**src/break_pkg.sv**
```systemverilog
package break_pkg;

    // Register byte offsets within the APB window
    localparam logic [15:0] OFS_EMU_STATUS  = 16'hfe00;
    localparam logic [15:0] OFS_AUX_CTRL    = 16'hfe02;
    localparam logic [15:0] OFS_FLAG_CTRL   = 16'hfe03;
    localparam logic [15:0] OFS_ADDR_HIGH   = 16'hfe09;
    localparam logic [15:0] OFS_ADDR_LOW    = 16'hfe0a;
    localparam logic [15:0] OFS_STAT_CTRL   = 16'hfe0b;
    localparam logic [15:0] OFS_IRQ_STATUS  = 16'hfe10;
    localparam logic [15:0] OFS_IRQ_MASK    = 16'hfe14;

    // Field positions
    localparam int BIT_BRK_ENABLE   = 7;
    localparam int BIT_BRK_ACTIVE   = 6;
    localparam int BIT_WDOG_HOLD    = 0;
    localparam int BIT_CLR_ENABLE   = 6;
    localparam int BIT_EMU_STATUS   = 1;
    localparam int BIT_EV_MATCH     = 0;
    localparam int BIT_EV_FORCED    = 1;

    // Reset values
    localparam logic [7:0] RST_BYTE = 8'h00;
    localparam logic [1:0] RST_EV   = 2'h0;

    // CPU bus view seen by the comparator
    typedef struct packed {
        logic        valid;
        logic [15:0] addr;
    } cpu_bus_s;

endpackage : break_pkg

```
**src/address_breakpoint_unit.sv**
```systemverilog
// Operation
// - With break enable set, full 16-bit address match raises a break.
// - Watchdog hold bit suspends the watchdog during a break interrupt.
// - Watchdog suspension applies only in a break while monitor mode is set.
// - Flag clear enable set: writing one to a status flag during break clears it.
// - Flag clear enable clear: status accesses during break leave flags.
`timescale 1ns/1ns
module address_breakpoint_unit
    import break_pkg::*;
(
    input  wire logic        CLK,
    input  wire logic        RST_N,
    input  wire logic        PSEL,
    input  wire logic        PENABLE,
    input  wire logic        PWRITE,
    input  wire logic [15:0] PADDR,
    input  wire logic [31:0] PWDATA,
    output logic      [31:0] PRDATA,
    output logic             PREADY,
    output logic             PSLVERR,
    input  wire cpu_bus_s    CPU_BUS,
    input  wire logic        MONITOR_MODE,
    input  wire logic        EMU_STATUS_IN,
    output logic             BREAK_REQ,
    output logic             WATCHDOG_HOLD,
    output logic             FLAG_CLEAR_OK,
    output logic             IRQ
);

    typedef enum logic [2:0] {
        ST_IDLE   = 3'b001,
        ST_ACCESS = 3'b010,
        ST_DONE   = 3'b100
    } apb_st_e;

    apb_st_e     st_q;
    apb_st_e     st_d;
    logic        brk_en_q;
    logic        brk_act_q;
    logic        wdog_hold_q;
    logic        clr_en_q;
    logic        emu_stat_q;
    logic [7:0]  addr_hi_q;
    logic [7:0]  addr_lo_q;
    logic [1:0]  ev_stat_q;
    logic [1:0]  ev_mask_q;
    logic        match;
    logic        wr_now;
    logic        rd_now;
    logic        forced;
    logic [1:0]  ev_set;
    logic [31:0] rd_data;
    logic        mapped;

    // Register decode for the error answer; the read mux decodes on its own
    function automatic logic is_mapped(input logic [15:0] a);
        logic hit;
        case (a)
            OFS_EMU_STATUS: hit = 1'b1;
            OFS_AUX_CTRL:   hit = 1'b1;
            OFS_FLAG_CTRL:  hit = 1'b1;
            OFS_ADDR_HIGH:  hit = 1'b1;
            OFS_ADDR_LOW:   hit = 1'b1;
            OFS_STAT_CTRL:  hit = 1'b1;
            OFS_IRQ_STATUS: hit = 1'b1;
            OFS_IRQ_MASK:   hit = 1'b1;
            default:        hit = 1'b0; // Holes answer with an error
        endcase
        return hit;
    endfunction : is_mapped

    // Access phase takes one wait state so read data comes from a flop
    always_comb begin
        case (st_q)
            ST_IDLE: begin
                if (PSEL && !PENABLE) begin
                    st_d = ST_ACCESS;
                end else begin
                    st_d = ST_IDLE;
                end
            end
            ST_ACCESS: begin
                st_d = ST_DONE;
            end
            ST_DONE: begin
                st_d = ST_IDLE;
            end
            default: begin
                st_d = ST_IDLE;
            end
        endcase
    end

    always_ff @(posedge CLK) begin
        if (!RST_N) begin
            st_q <= ST_IDLE;
        end else begin
            st_q <= st_d;
        end
    end

    // Write and read take effect on the edge where PREADY is seen high
    assign wr_now = PSEL && PENABLE && PREADY && PWRITE;
    assign rd_now = PSEL && PENABLE && PREADY && !PWRITE;
    assign mapped = is_mapped(PADDR);

    // Full 16-bit compare only while breaks are enabled
    assign match = brk_en_q && CPU_BUS.valid
        && (CPU_BUS.addr == {addr_hi_q, addr_lo_q});
    assign forced = wr_now && (PADDR == OFS_STAT_CTRL)
        && PWDATA[BIT_BRK_ACTIVE] && !brk_act_q;
    assign ev_set = {forced, match && !brk_act_q};

    // Break enable bit
    always_ff @(posedge CLK) begin
        if (!RST_N) begin
            brk_en_q <= 1'b0;
        end else if (wr_now && PADDR == OFS_STAT_CTRL) begin
            brk_en_q <= PWDATA[BIT_BRK_ENABLE];
        end
    end

    // Break address, high byte
    always_ff @(posedge CLK) begin
        if (!RST_N) begin
            addr_hi_q <= RST_BYTE;
        end else if (wr_now && PADDR == OFS_ADDR_HIGH) begin
            addr_hi_q <= PWDATA[7:0];
        end
    end

    // Break address, low byte; halves written apart, so set enable last
    always_ff @(posedge CLK) begin
        if (!RST_N) begin
            addr_lo_q <= RST_BYTE;
        end else if (wr_now && PADDR == OFS_ADDR_LOW) begin
            addr_lo_q <= PWDATA[7:0];
        end
    end

    // Break active: match sets, write of one forces, write of zero clears
    // A match in the clearing cycle wins so no break is lost
    always_ff @(posedge CLK) begin
        if (!RST_N) begin
            brk_act_q <= 1'b0;
        end else if (match) begin
            brk_act_q <= 1'b1;
        end else if (wr_now && PADDR == OFS_STAT_CTRL) begin
            brk_act_q <= PWDATA[BIT_BRK_ACTIVE];
        end
    end

    // Auxiliary control: watchdog hold request
    always_ff @(posedge CLK) begin
        if (!RST_N) begin
            wdog_hold_q <= 1'b0;
        end else if (wr_now && PADDR == OFS_AUX_CTRL) begin
            wdog_hold_q <= PWDATA[BIT_WDOG_HOLD];
        end
    end

    // Flag-clear control: lets a debugger clear flags in a break
    always_ff @(posedge CLK) begin
        if (!RST_N) begin
            clr_en_q <= 1'b0;
        end else if (wr_now && PADDR == OFS_FLAG_CTRL) begin
            clr_en_q <= PWDATA[BIT_CLR_ENABLE];
        end
    end

    // Emulator status is owned by the emulator pin, not software
    always_ff @(posedge CLK) begin
        if (!RST_N) begin
            emu_stat_q <= 1'b0;
        end else begin
            emu_stat_q <= EMU_STATUS_IN;
        end
    end

    // Sticky event flags, write one to clear; a new event wins.
    // During a break the clear is honoured only with flag clear enable.
    always_ff @(posedge CLK) begin
        if (!RST_N) begin
            ev_stat_q <= RST_EV;
        end else if (wr_now && PADDR == OFS_IRQ_STATUS
                     && (!brk_act_q || clr_en_q)) begin
            ev_stat_q <= (ev_stat_q & ~PWDATA[1:0]) | ev_set;
        end else begin
            ev_stat_q <= ev_stat_q | ev_set;
        end
    end

    // Interrupt mask, same layout as the event flags
    always_ff @(posedge CLK) begin
        if (!RST_N) begin
            ev_mask_q <= RST_EV;
        end else if (wr_now && PADDR == OFS_IRQ_MASK) begin
            ev_mask_q <= PWDATA[1:0];
        end
    end

    // Read mux; reserved bits read zero
    always_comb begin
        rd_data = 32'h0000_0000;
        case (PADDR)
            OFS_EMU_STATUS: begin
                rd_data[BIT_EMU_STATUS] = emu_stat_q;
            end
            OFS_AUX_CTRL: begin
                rd_data[BIT_WDOG_HOLD] = wdog_hold_q;
            end
            OFS_FLAG_CTRL: begin
                rd_data[BIT_CLR_ENABLE] = clr_en_q;
            end
            OFS_ADDR_HIGH: begin
                rd_data[7:0] = addr_hi_q;
            end
            OFS_ADDR_LOW: begin
                rd_data[7:0] = addr_lo_q;
            end
            OFS_STAT_CTRL: begin
                rd_data[BIT_BRK_ENABLE] = brk_en_q;
                rd_data[BIT_BRK_ACTIVE] = brk_act_q;
            end
            OFS_IRQ_STATUS: begin
                rd_data[1:0] = ev_stat_q;
            end
            OFS_IRQ_MASK: begin
                rd_data[1:0] = ev_mask_q;
            end
            default: begin
                rd_data = 32'h0000_0000;
            end
        endcase
    end

    // Ready pulse in the second access cycle, from a flop
    always_ff @(posedge CLK) begin
        if (!RST_N) begin
            PREADY <= 1'b0;
        end else begin
            PREADY <= (st_d == ST_DONE);
        end
    end

    // Error answer for holes in the map
    always_ff @(posedge CLK) begin
        if (!RST_N) begin
            PSLVERR <= 1'b0;
        end else begin
            PSLVERR <= (st_d == ST_DONE) && !mapped;
        end
    end

    // Read data only beside the ready pulse, zero otherwise
    always_ff @(posedge CLK) begin
        if (!RST_N) begin
            PRDATA <= 32'h0000_0000;
        end else if (st_d == ST_DONE) begin
            PRDATA <= rd_data;
        end else begin
            PRDATA <= 32'h0000_0000;
        end
    end

    // Break request to the CPU, one cycle behind the active bit
    always_ff @(posedge CLK) begin
        if (!RST_N) begin
            BREAK_REQ <= 1'b0;
        end else begin
            BREAK_REQ <= brk_act_q;
        end
    end

    // Watchdog hold needs break and monitor mode together
    always_ff @(posedge CLK) begin
        if (!RST_N) begin
            WATCHDOG_HOLD <= 1'b0;
        end else begin
            WATCHDOG_HOLD <= wdog_hold_q && brk_act_q
                             && MONITOR_MODE;
        end
    end

    // Clearing allowed outside a break, or with the enable set
    always_ff @(posedge CLK) begin
        if (!RST_N) begin
            FLAG_CLEAR_OK <= 1'b0;
        end else begin
            FLAG_CLEAR_OK <= !brk_act_q || clr_en_q;
        end
    end

    // Level interrupt while any unmasked flag stands
    always_ff @(posedge CLK) begin
        if (!RST_N) begin
            IRQ <= 1'b0;
        end else begin
            IRQ <= |(ev_stat_q & ev_mask_q);
        end
    end

    // Read strobe kept for clarity of bus timing; no read side effects
    logic unused_rd;
    assign unused_rd = rd_now;

endmodule : address_breakpoint_unit

```
**config.mk**
```make
export PLATFORM = sky130hd
export DESIGN_NAME = address_breakpoint_unit
export DESIGN_NICKNAME = d
export VERILOG_FILES = /design/src/break_pkg.sv /design/src/address_breakpoint_unit.sv
export SDC_FILE = /design/constraint.sdc
export NUM_CORES = 1
export LEC_CHECK = 0
export BUFFER_PORTS_ARGS = -buffer_cell sky130_fd_sc_hd__buf_2
export CORE_MARGIN = 10
export CORE_UTILIZATION = 49
export DETAILED_ROUTE_END_ITERATION = 8
export HOLD_SLACK_MARGIN = 0.03
export PLACE_DENSITY = 0.86
export SLEW_MARGIN = 20
export SYNTH_ARGS = -nofsm -noshare
export SYNTH_HDL_FRONTEND = slang
export SYNTH_SLANG_ARGS = --single-unit
```
**constraint.sdc**
```tcl
create_clock -name CLK -period 2.5 [get_ports CLK]
set_input_delay 0 -clock CLK [delete_from_list [all_inputs] [get_ports CLK]]
set_output_delay 0 -clock CLK [all_outputs]
set_load 0.1 [all_outputs]
```
==> out/summary.log, run 1 <==
[place] Port Buffers 61
[cells_and_area] layout cell share with drive strength beyond 1 0.252
[clock_network] clk buf depth 2
[clock_network] buffer type at the clock tree root sky130_fd_sc_hd__clkbuf_8
[clock_network] clock insertion delay at the later pin of the skew report 0.30 ns
[synth] number of synthesized flops with an enable pin 0
[synth] distinct cell type count after synthesis 44
[synth] Post-Synthesis Cell Area 2120 sq um
[pwr] Leak Pwr 1.04 nW
[routing] remaining design rule violation count 0
[clock_network] Resized cells post-CTS 0
[routing] routed length per placed instance 15.6 um
[cells_and_area] final non-filler cell total 367
[sta] Fmax achieved 585 MHz
[worst_setup_path] kind of critical path flip-flop to flip-flop
[pwr] overall power 1.37 mW
[routing] final wirelength 5.73 mm
[routing] number of nets still failing antenna checks after routing 0
[worst_setup_path] data required time at the worst endpoint 2.67 ns
[floorplanning] Floorplan Core Area 4090 sq um
[global_routing] GR Layer Usage met1 0.176
[global_routing] Congestion Overflow GR 0
[pwr] peak supply drop 0.299 mV
[synth] largest family of logic cells by synthesized area simple AND/OR/NAND/NOR gates
[flow_run] number of max-capacitance violations reported 0
[routing] drt initial violations 215
[global_routing] met3 Use GR 0.0643
[sta] final setup fails 0
[clock_network] hold buffers post-CTS 12
[sta] worst clock skew 0.00336 ns
[cells_and_area] most used cells in the layout excluding fill and tap cells 61 x sky130_fd_sc_hd__buf_2, 42 x sky130_fd_sc_hd__dfxtp_1, 24 x sky130_fd_sc_hd__conb_1
[cells_and_area] most common library cell in the layout ignoring fill and taps sky130_fd_sc_hd__buf_2
[place] post-place setup slack 0.664 ns
[global_routing] met2 track demand over resource in global routing 0.234
[synth] average footprint of a synthesized cell 8.51 sq um
[pwr] power density relative to cell area 535 nW/um^2
[global_routing] first-pass GRT wire length 9.07 mm
[clock_network] TritonCTS buffer count 5
[worst_setup_path] type of destination of the critical path flip-flop
[sta] period utilization 0.684
[worst_setup_path] Setup crit start kind flip-flop
[sta] crit path setup slack, layout 0.789 ns
[sta] time the final worst path needs with I/O delays and setup 1.71 ns
[clock_network] CTS tree done
[cells_and_area] total number of nets in the final design 389
[sta] Relative slew margins 0.589
[place] post-detailed-placement half-perimeter wirelength 4.28 mm
[synth] flip-flop cell with the highest count after synthesis sky130_fd_sc_hd__dfxtp_1
[floorplanning] effective utilization at floorplan 0.519
[routing] first-pass iteration count of the detailed router 5
[worst_setup_path] CP max FO 24
[clock_network] Setup Buffers After CTS 0
[synth] count of yosys warnings during synthesis 0
[cells_and_area] area of all placed cells without fillers 2560 sq um
[floorplanning] row count 23
[status] run status complete, no violations
[synth] proportion of synthesized chip area in sequential cells 0.397
[sta] pins over their slew limit 0
[global_routing] pin count of the biggest net entering global routing 26
[synth] arithmetic-cell share of the synthesized area counting full adders, half adders and majority gates 0
[worst_setup_path] data arrival at the endpoint of the critical path 1.88 ns
[synth] simple-gate area share of the yosys netlist 0.216
[global_routing] number of global-route vias before repair 1915
[synth] area share of xor/xnor cells in the synthesized design 0.0661
[routing] number of vias in the routed layout 2035
[cells_and_area] Filler cells 363
[floorplanning] Die Outline Area 7360 sq um
[sta] final-layout setup total negative slack 0 ns
[synth] post-synthesis instance total 249
[routing] vias per inst 5.54
[sta] unrepaired setup endpoints after global routing no
[sta] count of final hold-check violations 0
[clock_network] number of H-tree levels 2
[synth] multiplexer area fraction after synthesis 0.0289
[floorplanning] die extent in y 85.8 um
[global_routing] initial antenna violation count 0
[place] placer's final routability congestion estimate 0.859
[cells_and_area] final antenna diode count 0
[floorplanning] horizontal die dimension 85.8 um
[synth] Synth Area in Compound Gates 0.166
[synth] share of synthesized flip-flops with an asynchronous set or reset 0
[synth] Yosys reg bits 42
[clock_network] CTS clk-pin slew, worst paths 0.07 ns
[global_routing] global-route usage over all layers 0.148
[global_routing] highest-utilization routing layer at the global route stage met2
[cells_and_area] area growth from synthesis to layout 20.7%
[clock_network] sinks on the clock net 42
[floorplanning] total I/O pin count 110
[sta] slew of the pin with the lowest slew margin 0.612 ns
[place] number of cells in the design after placement 348
[place] cell area after placement 2360 sq um
[worst_hold_path] class of the worst hold path input pin to flip-flop
-- synthesized netlist by cell type, types with 2 or more instances --
library cell                number  area share
sky130_fd_sc_hd__buf_6           2       0.011
sky130_fd_sc_hd__mux2i_1         5       0.024
sky130_fd_sc_hd__o41ai_1         2      0.0083
sky130_fd_sc_hd__buf_2           3      0.0071
sky130_fd_sc_hd__a2bb2oi_1       2      0.0083
sky130_fd_sc_hd__nor4b_1         3       0.012
sky130_fd_sc_hd__nand4_1         3      0.0089
sky130_fd_sc_hd__buf_4          24       0.085
sky130_fd_sc_hd__nand3_1        23       0.054
sky130_fd_sc_hd__a22oi_1         8       0.028
sky130_fd_sc_hd__nand4b_1        2      0.0083
sky130_fd_sc_hd__clkbuf_1        9       0.016
sky130_fd_sc_hd__nor4_1          5       0.015
sky130_fd_sc_hd__xor2_1         15       0.062
sky130_fd_sc_hd__and2_1          2      0.0059
sky130_fd_sc_hd__and3_1          2      0.0059
sky130_fd_sc_hd__nor3_1          5       0.012
sky130_fd_sc_hd__nor2_1         10       0.018
sky130_fd_sc_hd__o21ai_0        21       0.050
sky130_fd_sc_hd__a21oi_1        23       0.054
sky130_fd_sc_hd__nand2_1        16       0.028
sky130_fd_sc_hd__dfxtp_1        42        0.40
-- power breakdown --
group	internal, mW	total, mW	switching [mW]
sequential	0.672	0.673	0.00144
clock	0.192	0.414	0.222
combinational	0.0567	0.280	0.223
total	0.921	1.37	0.446
-- routing by layer --
metal,up-vias,share of wire
met5,-,0
met4,0,0.010
met3,10,0.10
met2,111,0.49
met1,940,0.40
li1,974,-
-- worst max-delay path, cell delays in order, from the launching register on --
cell                      delay, ns
sky130_fd_sc_hd__dfxtp_1       0.34
sky130_fd_sc_hd__nand4_1       0.14
sky130_fd_sc_hd__or4_4         0.60
sky130_fd_sc_hd__o41ai_1       0.39
sky130_fd_sc_hd__o22ai_1       0.12
-- stage by stage --
step | hold WS [ns] | utilization
global placement | 0.210 | 0.578
floorplan | 0.127 | -
detailed placement | 0.211 | 0.578
global route | 0.0739 | 0.626
CTS | 0.0528 | 0.626
finish | 0.0511 | 0.626
-- layout make-up --
class                           instances  area [sq um]  area share
Timing Repair Buffer                   77           455       0.178
Multi-Input combinational cell        189          1110       0.436
Sequential cell                        42           841       0.329
Inverter                                2          7.51     0.00294
Tap cell                               50          62.6      0.0245
Clock buffer                            7          76.3      0.0298
-- state kept, by name, summed over array words and instances, names as in the netlist --
signal and count:
addr_lo_q 8, emu_stat_q 1, wdog_hold_q 1, addr_hi_q 8, PRDATA 8, WATCHDOG_HOLD 1
ev_stat_q 2, PSLVERR 1, IRQ 1, brk_act_q 1, clr_en_q 1, PREADY 1
st_q 3, ev_mask_q 2, FLAG_CLEAR_OK 1, brk_en_q 1, BREAK_REQ 1
-- final timing paths --
check                          start                         to  slack, ns  cells after the start
setup reg to reg   PREADY$_SDFF_PN0_    ev_stat_q[0]$_SDFF_PN0_       0.79                      4
setup / recovery   PREADY$_SDFF_PN0_    ev_stat_q[0]$_SDFF_PN0_       0.79                      4
hold / removal                 RST_N  ev_mask_q[1]$_SDFFE_PN0P_       0.05                      3
hold reg to reg   st_q[0]$_SDFF_PN1_          PREADY$_SDFF_PN0_       0.45                      1
-- kinds of logic (layout without fill, tap and decap cells) --
kind of cell	count (synthesis)	after routing
AND/OR/NAND/NOR	82	82
AO/OA/AOI/OAI	61	61
flip-flops	42	42
buffers and inverters	41	86
XOR/XNOR	16	16
multiplexers	6	6
other	1	24
Note: power is estimated with default switching activity, not from simulation.
==> run 2: changes to the inputs <==
CORE_UTILIZATION = 45   (was 49)
PLACE_DENSITY = 0.8   (was 0.86)
clock period = 1.8 ns   (was 2.5 ns; I/O delays follow)
==> out/summary.log, run 2 (same netlist as run 1, synthesis figures left out) <==
[clock_network] TritonCTS buffer count 5 [unchanged]
[global_routing] met2 track demand over resource in global routing 0.235 [was 0.234]
[place] post-detailed-placement half-perimeter wirelength 4.31 mm [was 4.28 mm]
[global_routing] first-pass GRT wire length 9.09 mm [was 9.07 mm]
[floorplanning] row count 24 [was 23]
[clock_network] clk buf depth 2 [unchanged]
[worst_setup_path] type of destination of the critical path flip-flop [unchanged]
[routing] number of vias in the routed layout 1963 [was 2035]
[routing] routed length per placed instance 15.6 um [about the same]
[clock_network] hold buffers post-CTS 12 [unchanged]
[routing] drt initial violations 150 [was 215]
[pwr] portion of total power attributed to the clock network 0.321 [was 0.303]
[sta] count of final hold-check violations 0 [unchanged]
[place] placer's final routability congestion estimate 0.830 [was 0.859]
[sta] period utilization 0.922 [was 0.684]
[floorplanning] total I/O pin count 110 [unchanged]
[global_routing] highest-utilization routing layer at the global route stage met2 [unchanged]
[worst_setup_path] Crit-path slowest cell sky130_fd_sc_hd__or4_4 [unchanged]
[clock_network] CTS clk-pin slew, worst paths 0.08 ns [was 0.07 ns]
[cells_and_area] area growth from synthesis to layout 23.0% [was 20.7%]
[sta] crit path setup slack, layout 0.141 ns [was 0.789 ns]
[clock_network] Resized cells post-CTS 0 [unchanged]
[pwr] cell-internal power 1.32 mW [was 921 uW]
[place] number of cells in the design after placement 352 [was 348]
[flow_run] number of max-capacitance violations reported 0 [unchanged]
[floorplanning] horizontal die dimension 88.6 um [was 85.8 um]
[routing] number of nets still failing antenna checks after routing 0 [unchanged]
[routing] first-pass iteration count of the detailed router 4 [was 5]
[global_routing] initial antenna violation count 0 [unchanged]
[clock_network] buffer type at the clock tree root sky130_fd_sc_hd__clkbuf_8 [unchanged]
[floorplanning] effective utilization at floorplan 0.477 [was 0.519]
[global_routing] Congestion Overflow GR 0 [unchanged]
[cells_and_area] most common library cell in the layout ignoring fill and taps sky130_fd_sc_hd__buf_2 [unchanged]
[worst_setup_path] data arrival at the endpoint of the critical path 1.84 ns [was 1.88 ns]
[sta] Hold Worst Slack 0.0413 ns [was 0.0511 ns]
[cells_and_area] final non-filler cell total 372 [was 367]
[cells_and_area] total number of nets in the final design 391 [was 389]
[sta] final setup fails 0 [unchanged]
[routing] remaining design rule violation count 0 [unchanged]
[routing] vias per inst 5.28 [was 5.54]
[cells_and_area] top flop regs PRDATA: 8 flops, addr_hi_q: 8 flops, addr_lo_q: 8 flops [unchanged]
[clock_network] Setup Buffers After CTS 0 [unchanged]
[pwr] power density relative to cell area 748 nW/um^2 [was 535 nW/um^2]
[worst_setup_path] kind of critical path flip-flop to flip-flop [unchanged]
[global_routing] pin count of the biggest net entering global routing 25 [was 26]
[sta] final-layout setup total negative slack 0 ns [unchanged]
[clock_network] number of H-tree levels 2 [unchanged]
[sta] time the final worst path needs with I/O delays and setup 1.66 ns [was 1.71 ns]
[clock_network] sinks on the clock net 42 [unchanged]
[worst_setup_path] CP max FO 11 [was 24]
[status] run status complete, no violations [unchanged]
[floorplanning] Floorplan Core Area 4440 sq um [was 4090 sq um]
[pwr] switching portion of total power 0.322 [was 0.326]
[worst_setup_path] max incr delay on CP 0.56 ns [was 0.60 ns]
[place] Port Buffers 61 [unchanged]
[worst_setup_path] Setup crit start kind flip-flop [unchanged]
[floorplanning] die extent in y 88.6 um [was 85.8 um]
[pwr] proportion of power drawn by flip-flops and latches 0.479 [was 0.492]
[worst_setup_path] data required time at the worst endpoint 1.98 ns [was 2.67 ns]
[floorplanning] Die Outline Area 7860 sq um [was 7360 sq um]
[pwr] power share of the combinational group 0.201 [was 0.205]
[pwr] peak supply drop 0.397 mV [was 0.299 mV]
[clock_network] clock insertion delay at the later pin of the skew report 0.30 ns [about the same]
[cells_and_area] final antenna diode count 0 [unchanged]
[sta] slew of the pin with the lowest slew margin 0.525 ns [was 0.612 ns]
[clock_network] CTS tree done [unchanged]
[global_routing] global-route usage over all layers 0.145 [was 0.148]
[routing] final wirelength 5.80 mm [was 5.73 mm]
[worst_hold_path] class of the worst hold path input pin to flip-flop [unchanged]
[cells_and_area] core utilization of the finished layout 0.586 [was 0.626]
[place] post-place setup slack 0.0494 ns [was 0.664 ns]
[global_routing] number of global-route vias before repair 1974 [was 1915]
[sta] unrepaired setup endpoints after global routing no [unchanged]
[sta] worst clock skew 0.00468 ns [was 0.00336 ns]
[sta] Fmax achieved 603 MHz [was 585 MHz]
[pwr] Leak Pwr 1.06 nW [was 1.04 nW]
[cells_and_area] layout cell share with drive strength beyond 1 0.266 [was 0.252]
[pwr] sw power 628 uW [was 446 uW]
[global_routing] met3 Use GR 0.0607 [was 0.0643]
[sta] Relative slew margins 0.645 [was 0.589]
[sta] pins over their slew limit 0 [unchanged]
[worst_setup_path] crit path cell chain nand4_1 > or4_4 > o41ai_1 > o22ai_1 [unchanged]
[cells_and_area] most used cells in the layout excluding fill and tap cells 61 x sky130_fd_sc_hd__buf_2, 41 x sky130_fd_sc_hd__dfxtp_1, 24 x sky130_fd_sc_hd__conb_1 [was 61 x sky130_fd_sc_hd__buf_2, 42 x sky130_fd_sc_hd__dfxtp_1, 24 x sky130_fd_sc_hd__conb_1]
[global_routing] GR Layer Usage met1 0.171 [was 0.176]
-- run 2: changes by cell type in the layout (fill, tap and decap cells not counted), sizes merged --
cell    delta
buf        +2
clkinv     +1
-- run 2: area by class of cell --
class                           instances  area (sq um)
Fill cell                             411          1840
Multi-Input combinational cell        189          1110
Sequential cell                        42           845
Timing Repair Buffer                   79           483
Clock buffer                            7          86.3
Tap cell                               52          65.1
Inverter                                2          7.51
Clock inverter                          1          5.00
-- run 2: worst paths after layout --
kind                            from                         to  slack [ns]  depth (start not counted)
hold reg to reg   st_q[2]$_SDFF_PN0_          PREADY$_SDFF_PN0_        0.45                          1
hold / removal                 RST_N  ev_mask_q[1]$_SDFFE_PN0P_        0.04                          3
setup reg to reg   PREADY$_SDFF_PN0_    ev_stat_q[0]$_SDFF_PN0_        0.14                          4
setup / recovery   PREADY$_SDFF_PN0_    ev_stat_q[0]$_SDFF_PN0_        0.14                          4
-- run 2: per-stage QoR --
stage | power, mW | instance area, sq um
floorplan | 1.29 | 2210
detailed placement | 1.32 | 2390
finish | 1.95 | 2610
global placement | 1.32 | 2390
CTS | 1.96 | 2610
global route | 2.02 | 2610
-- run 2: worst max-delay path: cells and delay by family (launching register included) --
| kind | cells | cell delay, ns |
|---|---|---|
| flops | 1 | 0.34 |
| compound gates | 2 | 0.51 |
| simple gates | 2 | 0.69 |
-- run 2: routing by layer --
layer	share of wire	up-vias
li1	-	981
met1	0.41	879
met2	0.46	97
met3	0.12	6
met4	0.012	0
met5	0	-
-- run 2: power by group through the flow --
stage                     logic, mW  registers (mW)  clock network, mW
after global routing          0.410           0.934              0.679
after floorplan               0.320           0.965                  0
final                         0.391           0.933              0.625
after global placement        0.364           0.955                  0
after CTS                     0.388           0.933              0.642
after detailed placement      0.366           0.955                  0
==> run 3: changes to the inputs <==
ABC_AREA = 1   (was default)
CORE_UTILIZATION = 50   (was 45)
PLACE_DENSITY = 0.95   (was 0.8)
clock period = 2.1 ns   (was 1.8 ns; I/O delays follow)
==> out/summary.log, run 3 <==
[place] cell area after placement 2590 sq um [was 2390 sq um]
[clock_network] CTS tree done [unchanged]
[synth] share of the synthesized area in the top cell type 0.362 [was 0.397]
[cells_and_area] most used cells in the layout excluding fill and tap cells 83 x sky130_fd_sc_hd__nand2_1, 61 x sky130_fd_sc_hd__nor2_1, 61 x sky130_fd_sc_hd__buf_2 [was 61 x sky130_fd_sc_hd__buf_2, 41 x sky130_fd_sc_hd__dfxtp_1, 24 x sky130_fd_sc_hd__conb_1]
[synth] post-synthesis instance total 360 [was 249]
[synth] count of yosys warnings during synthesis 0 [unchanged]
[sta] time the final worst path needs with I/O delays and setup 1.74 ns
[sta] crit path setup slack, layout 0.357 ns [was 0.141 ns]
[synth] simple-gate area share of the yosys netlist 0.361 [was 0.216]
[synth] cell with the most instances after synthesis sky130_fd_sc_hd__nand2_1 [was sky130_fd_sc_hd__dfxtp_1]
[clock_network] clk buf depth 2 [unchanged]
[cells_and_area] final antenna diode count 0 [unchanged]
[routing] first-pass iteration count of the detailed router 6 [was 4]
[floorplanning] Floorplan Core Area 4410 sq um [was 4440 sq um]
[cells_and_area] most common library cell in the layout ignoring fill and taps sky130_fd_sc_hd__nand2_1 [was sky130_fd_sc_hd__buf_2]
[routing] vias per inst 5.16 [was 5.28]
[synth] area share of xor/xnor cells in the synthesized design 0.0151 [was 0.0661]
[routing] final wirelength 6.92 mm [was 5.80 mm]
[synth] Yosys reg bits 42 [unchanged]
[clock_network] Resized cells post-CTS 0 [unchanged]
[cells_and_area] area of all placed cells without fillers 2790 sq um [was 2610 sq um]
[worst_setup_path] CP max FO 16 [was 11]
[synth] Yosys top cell by area sky130_fd_sc_hd__dfxtp_1 [unchanged]
[sta] Fmax achieved 574 MHz
[global_routing] met3 Use GR 0.0576 [was 0.0607]
[synth] distinct cell type count after synthesis 26 [was 44]
[clock_network] hold buffers post-CTS 12 [unchanged]
[global_routing] first-pass GRT wire length 11.2 mm [was 9.09 mm]
[routing] number of nets still failing antenna checks after routing 0 [unchanged]
[floorplanning] effective utilization at floorplan 0.526 [was 0.477]
[floorplanning] die extent in y 88.1 um [was 88.6 um]
[pwr] peak supply drop 0.333 mV [was 0.397 mV]
[place] post-detailed-placement half-perimeter wirelength 4.92 mm [was 4.31 mm]
[pwr] Leak Pwr 1.40 nW [was 1.06 nW]
[synth] arithmetic-cell share of the synthesized area counting full adders, half adders and majority gates 0 [unchanged]
[clock_network] clock insertion delay at the later pin of the skew report 0.30 ns [about the same]
[clock_network] number of H-tree levels 2 [unchanged]
[floorplanning] total I/O pin count 110 [unchanged]
[sta] unrepaired setup endpoints after global routing no [unchanged]
[cells_and_area] core utilization of the finished layout 0.631 [was 0.586]
[cells_and_area] layout cell share with drive strength beyond 1 0.181 [was 0.266]
[global_routing] global-route usage over all layers 0.179 [was 0.145]
[flow_run] number of max-capacitance violations reported 0 [unchanged]
[sta] Hold Worst Slack 0.136 ns [was 0.0413 ns]
[sta] worst clock skew 0.00893 ns [was 0.00468 ns]
[worst_setup_path] kind of critical path input pin to flip-flop [was flip-flop to flip-flop]
[synth] largest family of logic cells by synthesized area simple AND/OR/NAND/NOR gates [unchanged]
[synth] proportion of synthesized chip area in sequential cells 0.362 [was 0.397]
[synth] top cells by count, synth 83 x sky130_fd_sc_hd__nand2_1, 61 x sky130_fd_sc_hd__nor2_1, 52 x sky130_fd_sc_hd__inv_1, 42 x sky130_fd_sc_hd__dfxtp_1, 25 x sky130_fd_sc_hd__nand3_1 [was 42 x sky130_fd_sc_hd__dfxtp_1, 24 x sky130_fd_sc_hd__buf_4, 23 x sky130_fd_sc_hd__a21oi_1, 23 x sky130_fd_sc_hd__nand3_1, 21 x sky130_fd_sc_hd__o21ai_0]
[cells_and_area] final non-filler cell total 489 [was 372]
[global_routing] GR Layer Usage met1 0.195 [was 0.171]
[global_routing] Congestion Overflow GR 0 [unchanged]
[floorplanning] Die Outline Area 7770 sq um [was 7860 sq um]
[cells_and_area] top flop regs PRDATA: 8 flops, addr_hi_q: 8 flops, addr_lo_q: 8 flops [unchanged]
[worst_setup_path] data arrival at the endpoint of the critical path 1.92 ns [was 1.84 ns]
[place] Port Buffers 61 [unchanged]
[cells_and_area] Storage cell area 842 sq um [was 845 sq um]
[sta] final-layout setup total negative slack 0 ns [unchanged]
[pwr] overall power 1.64 mW [was 1.95 mW]
[synth] share of synthesized flip-flops with an asynchronous set or reset 0 [unchanged]
[floorplanning] horizontal die dimension 88.1 um [was 88.6 um]
[global_routing] initial antenna violation count 0 [unchanged]
[sta] period utilization 0.830
[place] number of cells in the design after placement 470 [was 352]
[pwr] power density relative to cell area 588 nW/um^2 [was 748 nW/um^2]
[cells_and_area] Filler cells 403 [was 411]
[cells_and_area] total number of nets in the final design 509 [was 391]
[worst_hold_path] class of the worst hold path input pin to flip-flop [unchanged]
[synth] most area-consuming cells after synthesis sky130_fd_sc_hd__dfxtp_1 36%, sky130_fd_sc_hd__nand2_1 13%, sky130_fd_sc_hd__nor2_1 9.9% [was sky130_fd_sc_hd__dfxtp_1 40%, sky130_fd_sc_hd__buf_4 8.5%, sky130_fd_sc_hd__xor2_1 6.2%]
[routing] routed length per placed instance 14.2 um [was 15.6 um]
[routing] number of vias in the routed layout 2521 [was 1963]
[clock_network] CTS clk-pin slew, worst paths 0.08 ns [about the same]
[routing] remaining design rule violation count 0 [unchanged]
[synth] flip-flop cell with the highest count after synthesis sky130_fd_sc_hd__dfxtp_1 [unchanged]
[sta] pins over their slew limit 0 [unchanged]
[synth] multiplexer area fraction after synthesis 0 [was 0.0289]
[cells_and_area] area growth from synthesis to layout 20.1% [was 23.0%]
[worst_setup_path] data required time at the worst endpoint 2.27 ns [was 1.98 ns]
[synth] average footprint of a synthesized cell 6.45 sq um [was 8.51 sq um]
[global_routing] number of global-route vias before repair 2416 [was 1974]
[cells_and_area] area of combinational cells with multiple inputs 1160 sq um [was 1110 sq um]
[global_routing] pin count of the biggest net entering global routing 27 [was 25]
[floorplanning] row count 24 [unchanged]
[clock_network] sinks on the clock net 42 [unchanged]
[status] run status complete, no violations [unchanged]
[sta] final setup fails 0 [unchanged]
[global_routing] met2 track demand over resource in global routing 0.303 [was 0.235]
[worst_setup_path] type of destination of the critical path flip-flop [unchanged]
[place] placer's final routability congestion estimate 0.891 [was 0.830]
[synth] Post-Synthesis Cell Area 2320 sq um [was 2120 sq um]
[sta] count of final hold-check violations 0 [unchanged]
[synth] Synth Area in Compound Gates 0.0852 [was 0.166]
[routing] drt initial violations 281 [was 150]
[clock_network] Setup Buffers After CTS 0 [unchanged]
[place] post-place setup slack 0.474 ns [was 0.0494 ns]
[global_routing] highest-utilization routing layer at the global route stage met2 [unchanged]
[clock_network] buffer type at the clock tree root sky130_fd_sc_hd__clkbuf_8 [unchanged]
[worst_setup_path] Setup crit start kind input pin [was flip-flop]
[synth] number of synthesized flops with an enable pin 0 [unchanged]
[clock_network] TritonCTS buffer count 5 [unchanged]
run 3: where the power goes:
part	leakage [nW]	switching, mW	internal [mW]	total [mW]
Clock	0.0383	0.263	0.229	0.493
Combinational	1.03	0.275	0.0682	0.344
Sequential	0.340	0.00154	0.800	0.801
Total	1.40	0.540	1.10	1.64
run 3: cell type report:
type                            count  share of cell area
Tap cell                           52              0.0233
Multi-Input combinational cell    259               0.416
Sequential cell                    42               0.302
Inverter                           54              0.0727
Timing Repair Buffer               75               0.158
Clock buffer                        7              0.0274
run 3: worst paths after layout:
check	start	to	slack, ns	cells past startpoint
min reg2reg	st_q[2]$_SDFF_PN0_	st_q[1]$_SDFF_PN0_	0.45	1
min	PADDR[2]	ev_mask_q[0]$_SDFFE_PN0P_	0.14	5
max reg2reg	PREADY$_SDFF_PN0_	addr_lo_q[2]$_SDFFE_PN0P_	0.36	5
max	PSEL	addr_lo_q[2]$_SDFFE_PN0P_	0.36	7
run 3: logic make-up after synthesis:
logic type,Yosys count
compound gates,39
other cells,1
flops,42
buf+inv,82
xor+xnor,4
simple gates,192
run 3: layer usage:
layer / routed length [um] / up-vias
met5: 0 / -
met4: 249 / 0
met3: 825 / 28
met2: 3370 / 165
met1: 2470 / 1105
li1: - / 1223
run 3: worst max-delay path, cell delays in order:
cell,delay (ns)
sky130_fd_sc_hd__dlygate4sd3_1,0.51
sky130_fd_sc_hd__buf_2,0.11
sky130_fd_sc_hd__nand4_1,0.31
sky130_fd_sc_hd__inv_1,0.30
sky130_fd_sc_hd__nand3_2,0.30
sky130_fd_sc_hd__o21ai_0,0.31
sky130_fd_sc_hd__a21oi_1,0.07
